`src/design/cfc_consts.vh`:
```
// constants for the credit flow control block
`ifndef CFC_CONSTS_VH
`define CFC_CONSTS_VH
`define CFC_CW              4
`define CFC_OFF_LIMITS      12'h000
`define CFC_OFF_PORT0       12'h004
`define CFC_OFF_PORT1       12'h008
`define CFC_OFF_UP          12'h00c
`define CFC_DN_REQ_LSB      0
`define CFC_DN_DATA_LSB     4
`define CFC_UP_DATA_LSB     8
`define CFC_TRUE_LSB        12
`define CFC_EXTRA_BIT       16
`define CFC_RST_DN_REQ      4'h4
`define CFC_RST_DN_DATA     4'h2
`define CFC_RST_UP_DATA     4'h4
`define CFC_RST_TRUE        4'h8
`define CFC_DK_READ         2'h0
`define CFC_DK_WRITE        2'h1
`define CFC_DK_CFG_RD       2'h2
`define CFC_DK_CFG_WR       2'h3
`define CFC_UK_READ         3'h0
`define CFC_UK_WRITE        3'h1
`define CFC_UK_MERGE_REQ    3'h2
`define CFC_UK_MERGE_RET    3'h3
`define CFC_UK_IO_RET       3'h4
`define CFC_UK_CFG_RET      3'h5
`define CFC_SYNC_DEPTH      3
`endif

```
`src/design/cfc_credit_ctr.v`:
```
// up/down credit counter with combinational next value
`default_nettype none
module cfc_credit_ctr #(
    parameter W = 4
) (
    // clock and reset
    input  wire         clk,
    input  wire         resetn,
    // count events
    input  wire         inc,
    input  wire         dec,
    // state
    output reg  [W-1:0] count,
    output reg  [W-1:0] next_count
);
    // simultaneous charge and release cancel; release of an empty count is ignored
    always @* begin
        next_count = count;
        if (inc && !(dec && count != {W{1'b0}}))
            next_count = count + {{(W-1){1'b0}}, 1'b1};
        else if (dec && !inc && count != {W{1'b0}})
            next_count = count - {{(W-1){1'b0}}, 1'b1};
    end

    always @(posedge clk or negedge resetn) begin
        if (!resetn)
            count <= {W{1'b0}};
        else
            count <= next_count;
    end
endmodule
`default_nettype wire

```
`src/design/cfc_ack_phase.v`:
```
// acknowledge slot sequencer: sync slot, then request/data alternation
`default_nettype none
`include "cfc_consts.vh"
module cfc_ack_phase (
    // clock and reset
    input  wire clk,
    input  wire resetn,
    // slot of the cycle about to be driven
    output wire slot_sync,
    output wire slot_req,
    output wire slot_data,
    // slot of the synchronised incoming ack bit
    output wire rx_req,
    output wire rx_data
);
    localparam ST_SYNC = 2'h0;
    localparam ST_REQ  = 2'h1;
    localparam ST_DATA = 2'h2;

    reg [1:0]                   state;
    reg [1:0]                   next_state;
    reg [`CFC_SYNC_DEPTH-1:0]   req_lag;
    reg [`CFC_SYNC_DEPTH-1:0]   data_lag;

    assign slot_sync = (state == ST_SYNC);
    assign slot_req  = (state == ST_REQ);
    assign slot_data = (state == ST_DATA);
    // incoming bit is three edges late: output flop plus two sync stages
    assign rx_req    = req_lag[`CFC_SYNC_DEPTH-1];
    assign rx_data   = data_lag[`CFC_SYNC_DEPTH-1];

    always @* begin
        case (state)
            ST_SYNC: next_state = ST_REQ;
            ST_REQ:  next_state = ST_DATA;
            ST_DATA: next_state = ST_REQ;
            default: next_state = ST_SYNC;
        endcase
    end

    always @(posedge clk or negedge resetn) begin
        if (!resetn) begin
            state    <= ST_SYNC;
            req_lag  <= {`CFC_SYNC_DEPTH{1'b0}};
            data_lag <= {`CFC_SYNC_DEPTH{1'b0}};
        end else begin
            state    <= next_state;
            req_lag  <= {req_lag[`CFC_SYNC_DEPTH-2:0], slot_req};
            data_lag <= {data_lag[`CFC_SYNC_DEPTH-2:0], slot_data};
        end
    end
endmodule
`default_nettype wire

```
`src/design/cfc_top.v`:
```
// controller-side credit flow control with apb register access
//
// Behaviour
// - one shared ack line to both port chips: queue entries and data buffers freed
// - ack line high exactly one cycle as reset releases, for phase alignment
// - then ack slots alternate request ack, data ack, forever
// - credits tracked by snooping commands, source, destination and ack lines
// - no counted request or data sent while count at limit; acks release
// - downstream request limit per port chip, programmable, reset value 4
// - a port chip request queue never fills completely with reads
// - downstream data limit per port chip, programmable, reset value 2
// - beyond the programmed data limit, extra data acks up to true limit 8
// - returned data for port requests is free; for controller requests charged
// - merge data never counted; initial merge request charged one data credit
// - downstream load-returns free; some upstream load-returns charge requests
// - upstream read: request count +1, controller request ack -1
// - upstream write: request and data +1 each, each ack -1
// - merge: both counts +1 without data; merged return is free, then data ack
// - downstream read +1; io return -1 and charges upstream request and data
// - downstream write: request and data +1; port acks release each
// - config accesses free, but one config read outstanding per port chip; code charges an upstream request and data credit for each config return
`default_nettype none
`include "cfc_consts.vh"
module cfc_top (
    // clock and reset
    input  wire        CLK_SYS,
    input  wire        RESETN,
    // apb slave
    input  wire        PSEL,
    input  wire        PENABLE,
    input  wire        PWRITE,
    input  wire [11:0] PADDR,
    input  wire [31:0] PWDATA,
    output reg  [31:0] PRDATA,
    output reg         PREADY,
    output reg         PSLVERR,
    // downstream issue from controller logic
    input  wire        DN_ISSUE,
    input  wire        DN_PORT,
    input  wire [1:0]  DN_KIND,
    output reg  [1:0]  DN_READ_OK,
    output reg  [1:0]  DN_WRITE_OK,
    output reg  [1:0]  DN_CFG_RD_OK,
    // snooped upstream commands
    input  wire        UP_CMD,
    input  wire        UP_PORT,
    input  wire [2:0]  UP_KIND,
    // freed resources inside the controller
    input  wire        REQ_FREED,
    input  wire        DATA_FREED,
    // ack pins
    output reg         CACK,
    input  wire [1:0]  PACK
);
    reg  [31:0]           limits;
    reg  [1:0]            pack_meta;
    reg  [1:0]            pack_sync;
    reg  [1:0]            cfg_rd_busy;
    reg  [1:0]            next_cfg_rd_busy;
    reg  [`CFC_CW-1:0]    req_pend;
    reg  [`CFC_CW-1:0]    data_pend;
    reg  [`CFC_CW-1:0]    next_req_pend;
    reg  [`CFC_CW-1:0]    next_data_pend;
    reg  [31:0]           rd_mux;
    reg                   rd_hit;
    wire                  slot_sync;
    wire                  slot_req;
    wire                  slot_data;
    wire                  rx_req;
    wire                  rx_data;
    wire [`CFC_CW-1:0]    lim_dn_req  = limits[`CFC_DN_REQ_LSB+3:`CFC_DN_REQ_LSB];
    wire [`CFC_CW-1:0]    lim_dn_data = limits[`CFC_DN_DATA_LSB+3:`CFC_DN_DATA_LSB];
    wire [`CFC_CW-1:0]    lim_up_data = limits[`CFC_UP_DATA_LSB+3:`CFC_UP_DATA_LSB];
    wire [`CFC_CW-1:0]    lim_true    = limits[`CFC_TRUE_LSB+3:`CFC_TRUE_LSB];
    wire                  extra_en    = limits[`CFC_EXTRA_BIT];
    wire [`CFC_CW*2-1:0]  dn_req_cnt;
    wire [`CFC_CW*2-1:0]  dn_req_nxt;
    wire [`CFC_CW*2-1:0]  dn_data_cnt;
    wire [`CFC_CW*2-1:0]  dn_data_nxt;
    wire [`CFC_CW*2-1:0]  dn_rd_cnt;
    wire [`CFC_CW*2-1:0]  dn_rd_nxt;
    wire [`CFC_CW-1:0]    up_req_cnt;
    wire [`CFC_CW-1:0]    up_req_nxt;
    wire [`CFC_CW-1:0]    up_data_cnt;
    wire [`CFC_CW-1:0]    up_data_nxt;
    wire [1:0]            next_read_ok;
    wire [1:0]            next_write_ok;

    // upstream kinds that charge a request credit
    function up_charges_req;
        input [2:0] kind;
        begin
            up_charges_req = (kind == `CFC_UK_READ) || (kind == `CFC_UK_WRITE) ||
                             (kind == `CFC_UK_MERGE_REQ) || (kind == `CFC_UK_IO_RET) ||
                             (kind == `CFC_UK_CFG_RET);
        end
    endfunction

    // upstream kinds that charge a data credit; merged data return is free
    function up_charges_data;
        input [2:0] kind;
        begin
            up_charges_data = (kind == `CFC_UK_WRITE) || (kind == `CFC_UK_MERGE_REQ) ||
                              (kind == `CFC_UK_IO_RET) || (kind == `CFC_UK_CFG_RET);
        end
    endfunction

    // status word of one port chip
    function [31:0] port_status;
        input       busy;
        input [3:0] rd;
        input [3:0] data;
        input [3:0] req;
        begin
            port_status = {19'h00000, busy, rd, data, req};
        end
    endfunction

    wire up_req_inc  = UP_CMD && up_charges_req(UP_KIND);
    wire up_data_inc = UP_CMD && up_charges_data(UP_KIND);
    wire req_ack_tx  = slot_req && (req_pend != {`CFC_CW{1'b0}});
    wire data_ack_tx = slot_data && (data_pend != {`CFC_CW{1'b0}});
    // extra data ack once the programmed window is used but real buffers remain
    wire extra_ack   = extra_en && up_data_inc && (up_data_cnt >= lim_up_data) &&
                       (up_data_cnt < lim_true);

    cfc_ack_phase u_phase (
        .clk       (CLK_SYS),
        .resetn    (RESETN),
        .slot_sync (slot_sync),
        .slot_req  (slot_req),
        .slot_data (slot_data),
        .rx_req    (rx_req),
        .rx_data   (rx_data)
    );

    // per port downstream credits
    genvar p;
    generate
        for (p = 0; p < 2; p = p + 1) begin : g_port
            wire dn_hit  = DN_ISSUE && (DN_PORT == p);
            wire up_hit  = UP_CMD && (UP_PORT == p);
            // io return from the port chip releases the downstream read request
            wire io_ret  = up_hit && (UP_KIND == `CFC_UK_IO_RET);
            wire rq_inc  = dn_hit && (DN_KIND == `CFC_DK_READ || DN_KIND == `CFC_DK_WRITE);
            wire rq_dec  = io_ret || (pack_sync[p] && rx_req);
            wire dt_inc  = dn_hit && (DN_KIND == `CFC_DK_WRITE);
            wire dt_dec  = pack_sync[p] && rx_data;
            wire rd_inc  = dn_hit && (DN_KIND == `CFC_DK_READ);
            // reads leave one queue entry free, so the queue never fills with reads
            // limitation: a forbidden issue is not blocked here, it is only counted
            assign next_read_ok[p]  = (dn_req_nxt[p*`CFC_CW +: `CFC_CW] < lim_dn_req) &&
                                      (dn_rd_nxt[p*`CFC_CW +: `CFC_CW] + 4'h1 < lim_dn_req);
            assign next_write_ok[p] = (dn_req_nxt[p*`CFC_CW +: `CFC_CW] < lim_dn_req) &&
                                      (dn_data_nxt[p*`CFC_CW +: `CFC_CW] < lim_dn_data);
            cfc_credit_ctr #(.W(`CFC_CW)) u_req (
                .clk        (CLK_SYS),
                .resetn     (RESETN),
                .inc        (rq_inc),
                .dec        (rq_dec),
                .count      (dn_req_cnt[p*`CFC_CW +: `CFC_CW]),
                .next_count (dn_req_nxt[p*`CFC_CW +: `CFC_CW])
            );
            cfc_credit_ctr #(.W(`CFC_CW)) u_data (
                .clk        (CLK_SYS),
                .resetn     (RESETN),
                .inc        (dt_inc),
                .dec        (dt_dec),
                .count      (dn_data_cnt[p*`CFC_CW +: `CFC_CW]),
                .next_count (dn_data_nxt[p*`CFC_CW +: `CFC_CW])
            );
            // reads still waiting for their return
            cfc_credit_ctr #(.W(`CFC_CW)) u_rd (
                .clk        (CLK_SYS),
                .resetn     (RESETN),
                .inc        (rd_inc),
                .dec        (io_ret),
                .count      (dn_rd_cnt[p*`CFC_CW +: `CFC_CW]),
                .next_count (dn_rd_nxt[p*`CFC_CW +: `CFC_CW])
            );
        end
    endgenerate

    cfc_credit_ctr #(.W(`CFC_CW)) u_up_req (
        .clk        (CLK_SYS),
        .resetn     (RESETN),
        .inc        (up_req_inc),
        .dec        (req_ack_tx),
        .count      (up_req_cnt),
        .next_count (up_req_nxt)
    );
    cfc_credit_ctr #(.W(`CFC_CW)) u_up_data (
        .clk        (CLK_SYS),
        .resetn     (RESETN),
        .inc        (up_data_inc),
        .dec        (data_ack_tx),
        .count      (up_data_cnt),
        .next_count (up_data_nxt)
    );

    // config read busy flag: a new read sets, its return clears, set wins
    always @* begin
        next_cfg_rd_busy = cfg_rd_busy;
        if (UP_CMD && UP_KIND == `CFC_UK_CFG_RET)
            next_cfg_rd_busy[UP_PORT] = 1'b0;
        if (DN_ISSUE && DN_KIND == `CFC_DK_CFG_RD)
            next_cfg_rd_busy[DN_PORT] = 1'b1;
    end

    // pending ack counts; a free event in the send cycle is kept
    always @* begin
        next_req_pend  = req_pend;
        next_data_pend = data_pend;
        if (REQ_FREED && !req_ack_tx)
            next_req_pend = req_pend + {{(`CFC_CW-1){1'b0}}, 1'b1};
        else if (!REQ_FREED && req_ack_tx)
            next_req_pend = req_pend - {{(`CFC_CW-1){1'b0}}, 1'b1};
        if ((DATA_FREED || extra_ack) && !data_ack_tx)
            next_data_pend = data_pend + {{(`CFC_CW-1){1'b0}}, 1'b1};
        else if (!(DATA_FREED || extra_ack) && data_ack_tx)
            next_data_pend = data_pend - {{(`CFC_CW-1){1'b0}}, 1'b1};
    end

    // register read mux
    always @* begin
        rd_mux = 32'h0000_0000;
        rd_hit = 1'b1;
        case (PADDR)
            `CFC_OFF_LIMITS: rd_mux = limits;
            `CFC_OFF_PORT0:  rd_mux = port_status(cfg_rd_busy[0], dn_rd_cnt[3:0],
                                                  dn_data_cnt[3:0], dn_req_cnt[3:0]);
            `CFC_OFF_PORT1:  rd_mux = port_status(cfg_rd_busy[1], dn_rd_cnt[7:4],
                                                  dn_data_cnt[7:4], dn_req_cnt[7:4]);
            `CFC_OFF_UP:     rd_mux = {16'h0000, data_pend, req_pend, up_data_cnt, up_req_cnt};
            default:         rd_hit = 1'b0;
        endcase
    end

    // access waits one cycle; a write lands only at the edge that shows ready
    wire                  apb_access  = PSEL && PENABLE && !PREADY;
    wire                  apb_commit  = PSEL && PENABLE && PREADY && PWRITE;

    // apb: one wait state so all outputs come from flops
    always @(posedge CLK_SYS or negedge RESETN) begin
        if (!RESETN) begin
            limits  <= {15'h0000, 1'b0, `CFC_RST_TRUE, `CFC_RST_UP_DATA,
                        `CFC_RST_DN_DATA, `CFC_RST_DN_REQ};
            PRDATA  <= 32'h0000_0000;
            PREADY  <= 1'b0;
            PSLVERR <= 1'b0;
        end else begin
            PREADY  <= apb_access;
            PSLVERR <= apb_access && !rd_hit;
            PRDATA  <= (apb_access && !PWRITE) ? rd_mux : 32'h0000_0000;
            if (apb_commit && PADDR == `CFC_OFF_LIMITS)
                limits <= {15'h0000, PWDATA[16:0]};
        end
    end

    // pin synchroniser: ack pins come from another chip, only the second stage is read
    always @(posedge CLK_SYS or negedge RESETN) begin
        if (!RESETN) begin
            pack_meta <= 2'h0;
            pack_sync <= 2'h0;
        end else begin
            pack_meta <= PACK;
            pack_sync <= pack_meta;
        end
    end

    // bookkeeping state behind the outputs
    always @(posedge CLK_SYS or negedge RESETN) begin
        if (!RESETN) begin
            cfg_rd_busy <= 2'h0;
            req_pend    <= {`CFC_CW{1'b0}};
            data_pend   <= {`CFC_CW{1'b0}};
        end else begin
            cfg_rd_busy <= next_cfg_rd_busy;
            req_pend    <= next_req_pend;
            data_pend   <= next_data_pend;
        end
    end

    // ack line and issue permissions, all straight from flops
    always @(posedge CLK_SYS or negedge RESETN) begin
        if (!RESETN) begin
            CACK         <= 1'b0;
            DN_READ_OK   <= 2'h0;
            DN_WRITE_OK  <= 2'h0;
            DN_CFG_RD_OK <= 2'h0;
        end else begin
            CACK         <= slot_sync || req_ack_tx || data_ack_tx;
            // permissions use next counts so a back-to-back issue sees its own charge
            DN_READ_OK   <= next_read_ok;
            DN_WRITE_OK  <= next_write_ok;
            DN_CFG_RD_OK <= ~next_cfg_rd_busy;
        end
    end
endmodule
`default_nettype wire

```
`config.mk`:
```
export PLATFORM = sky130hd
export DESIGN_NAME = cfc_top
export DESIGN_NICKNAME = d
export VERILOG_FILES = /design/src/design/cfc_credit_ctr.v /design/src/design/cfc_ack_phase.v /design/src/design/cfc_top.v
export VERILOG_INCLUDE_DIRS = /design/src /design/src/design
export SDC_FILE = /design/constraint.sdc
export NUM_CORES = 1
export LEC_CHECK = 0
export BUFFER_PORTS_ARGS = -buffer_cell sky130_fd_sc_hd__buf_2
export CAP_MARGIN = 20
export CORE_MARGIN = 3
export CORE_UTILIZATION = 57
export CTS_BUF_LIST = sky130_fd_sc_hd__clkbuf_16
export DETAILED_ROUTE_END_ITERATION = 7
export PLACE_DENSITY = 0.86
export SETUP_SLACK_MARGIN = 0.02
export SLEW_MARGIN = 0
export SYNTH_ARGS = -nofsm -noshare
export SYNTH_HDL_FRONTEND = slang
export SYNTH_HIERARCHICAL = 1
export SYNTH_SLANG_ARGS = --single-unit
```
`constraint.sdc`:
```
create_clock -name CLK_SYS -period 3.65 [get_ports CLK_SYS]
set_input_delay 0.73 -clock CLK_SYS [delete_from_list [all_inputs] [get_ports CLK_SYS]]
set_output_delay 0.73 -clock CLK_SYS [all_outputs]
set_load 0.01 [all_outputs]
```
==> key figures <==
Run status
  – Outcome: finished, final reports clean

Placed design
  – Post-Place Setup Slack: 0.0707 ns
  – HPWL Detailed: 9740 um
  – Gpl congestion: 0.831
  – Area after DPL: 0.00632 mm^2
  – # port buffers: 72

GRT
  – Largest net degree at the start of global routing: 43
  – Grt total ovfl: 0
  – Initial antenna violation count: 0
  – Vias in the first global route: 4238
  – First-pass GRT wire length: 21000 um
  – Gr usage total: 0.237

Clocking
  – Clock Tree Root: clkbuf_16
  – CTS resizes: 0
  – Sink Count: 96
  – Worst-path clk slew: 0.06 ns
  – H-tree levels: 3
  – Hold buffers post-CTS: 0
  – Clock Latency Late Sink: 0.35 ns
  – CTS tree: built
  – Post-CTS setup buffer count: 0
  – TritonCTS Buffers: 9
  – Clk buf depth: 2

Pwr
  – Worst VDD drop: 0.401 mV
  – Clock share of power: 0.192
  – Sw Share: 0.400
  – Leakage: 3.15 nW
  – Cell-internal power: 2.67 mW
  – PD cells: 676 mW/mm^2
  – Sequential share of power: 0.400
  – Comb power frac: 0.408
  – Total Power Consumption: 4.45 mW
  – Switching power: 1.78 mW

Die
  – Chip Width: 108 um
  – Initial Util: 0.593
  – Die footprint: 0.0116 mm^2
  – Num rows: 36
  – Die Y: 108 um
  – Core Footprint: 0.00991 mm^2
  – Top Ports: 103

Min path
  – Hold path start: pack_meta[0]$_DFF_PN0_
  – Hold path depth: 0
  – Worst hold path type: reg -> reg
  – Hold Path Sink: pack_sync[0]$_DFF_PN0_

Synth
  – Ys Warns: 6
  – Synth cell count leaders: 92 x dfrtp_1, 49 x ha_1, 48 x inv_1
  – Synth area leader: dfrtp_1
  – Unique masters post-synth: 51
  – Post-synthesis register bit count: 96
  – Main synth FF type: dfrtp_1
  – Sequential area share after synthesis: 0.410
  – Post-synthesis instance total: 503
  – Most numerous cell in the Yosys netlist: dfrtp_1
  – Post-synth EDFFs: 0
  – Avg Synthesized Cell Area: 11.7 um^2
  – Fraction of registers with async set/reset: 1.00
  – Post-synth top area share: 0.392
  – Synthesized cell area: 0.00587 mm^2
  – Top cells by area, synth: dfrtp_1 39%, ha_1 10%, mux4_2 5.0%

Setup path
  – R2R Setup Slk: 0.28 ns
  – Slowest-stage cell, CP: nor2b_1
  – Element type at the critical path start: input port
  – Reg-to-reg critical path startpoint: g_port[1].u_rd/count[0]$_DFF_PN0_
  – Worst flop-to-flop path endpoint: DN_READ_OK[1]$_DFF_PN0_
  – CP Data Required Time: 3.86 ns
  – FF-to-FF path depth: 12
  – Kind of end point of the critical path: flip-flop
  – Max incr delay on CP: 0.51 ns
  – Crit Path Max Fanout: 8
  – CP Data Arrival Time: 3.70 ns
  – Crit-path cells: buf_2 -> and3b_1 -> nor2b_1 -> xor2_1 -> xnor2_1 -> ha_1 -> ha_1 -> a21boi_0 -> o21ai_0 -> nand2b_1 -> a211oi_1
  – WS Path Type: in -> reg
  – Cell repeated most along the worst path: ha_1

Layout
  – Area growth syn-to-layout: 12.1%
  – Final #Nets: 694
  – Finished Core Util: 0.665
  – Fraction of layout cells with a size suffix above 1: 0.254
  – Final Cell Area: 0.00659 mm^2
  – Diode count: 0

Detailed routing
  – WL final: 13000 um
  – Vias: 4195
  – Detail Route Antenna Nets: 0
  – Top Layer Used: met4
  – Drt drc: 0
  – Routed WL per cell: 18.1 um
  – DRT Pass-1 Iters: 5
  – Detailed Route Iter0 Violations: 193
  – Met2 wire len: 6690 um
  – M1 WL: 5130 um
  – Met3 routed WL: 946 um
  – Vias per cell: 5.83

Timing
  – Max Freq: 286 MHz
  – Period utilization: 0.957
  – PnR worst setup slack: 0.158 ns
  – Slew Limit Headroom: 0.527
  – Final Hold Viols: 0
  – Fin. max-slew vios: 0
  – Tightest Pin Transition: 0.709 ns
  – Setup TNS: 0 ns
  – Minimum clock period: 3.49 ns
  – RSZ-0062 raised after global routing: false
  – Clk_skew: 0.00643 ns
  – Final setup viols: 0

Run
  – Max_cap viols: 0
## flip-flops by register name (all words and copies together), names as in the netlist, 3 cells and up
register,flops
u_phase/data_lag,3
req_pend,4
g_port.u_rd/count,8
g_port.u_req/count,8
limits,17
g_port.u_data/count,8
data_pend,4
PRDATA,17
u_up_data/count,4
u_up_req/count,4
## placed cells by master (no fill, tap or decap), types with 13 or more instances in the layout
cell type and n:
buf_2 71, conb_1 15, dfrtp_1 92, ha_1 49, inv_1 49, mux2_2 17
mux2i_1 26, mux4_2 13, nand2_1 14, nor2_1 14, nor2b_1 15, o21ai_0 13
xnor2_1 22, xor2_1 18
## power by group through the flow
stage          clock [mW]  sequential, mW  combinational, mW
3_5_place_dp            0            1.79               1.77
3_3_place_gp            0            1.76               1.60
5_1_grt             0.907            1.82               2.04
2_1_floorplan           0            1.67               1.37
4_1_cts             0.862            1.77               1.81
6_report            0.857            1.78               1.82
## metal layers
layer  vias to the layer above  GRT usage
met3                        30     0.0564
met1                      2078      0.296
li1                       1911          -
met4                         0     0.0622
met2                       176      0.412
met5                         -          0
## through the flow
step                      std cells  hold WS, ns
after CTS                       719        0.352
after detailed placement        703        0.338
after global placement          703        0.337
after global routing            719        0.359
after floorplan                 517        0.331
final                           719        0.349
## worst max path at each step
stage	start	end	slack, ns	depth (start not counted)
after floorplan	DN_KIND[1]	DN_READ_OK[0]$_DFF_PN0_	0.43	10
after global placement	DN_KIND[1]	DN_READ_OK[1]$_DFF_PN0_	0.36	11
after detailed placement	DN_KIND[1]	DN_READ_OK[1]$_DFF_PN0_	0.07	11
after CTS	DN_KIND[1]	DN_READ_OK[1]$_DFF_PN0_	0.24	11
after global routing	DN_KIND[1]	DN_READ_OK[1]$_DFF_PN0_	0.03	11
final	DN_KIND[1]	DN_READ_OK[1]$_DFF_PN0_	0.16	11
## kinds of logic after synthesis
| group | after synthesis | synth area share |
|---|---|---|
| buf+inv | 73 | 0.0616 |
| other cells | 1 | 0.000638 |
| xor+xnor | 40 | 0.0596 |
| compound gates | 64 | 0.0901 |
| simple gates | 112 | 0.115 |
| fa+ha+maj | 51 | 0.111 |
| flops | 96 | 0.410 |
| mux | 66 | 0.152 |
## worst max-delay path: cells and delay by family
| kind | cells | cell delay [ns] |
|---|---|---|
| AO/OA/AOI/OAI | 3 | 0.73 |
| adder cells (fa/ha/maj) | 2 | 0.57 |
| AND/OR/NAND/NOR | 3 | 1.07 |
| XOR/XNOR | 2 | 0.49 |
| buffers and inverters | 1 | 0.12 |
## cell type report
class / instances / area [um^2]
sequential: 96 / 2410
fill: 749 / 3320
inverter: 48 / 180
tap: 133 / 166
multi-input combinational: 348 / 3160
clock inverter: 7 / 40.0
timing repair buffer: 78 / 408
clock buffer: 9 / 225
(Power assumes the default switching activity.)
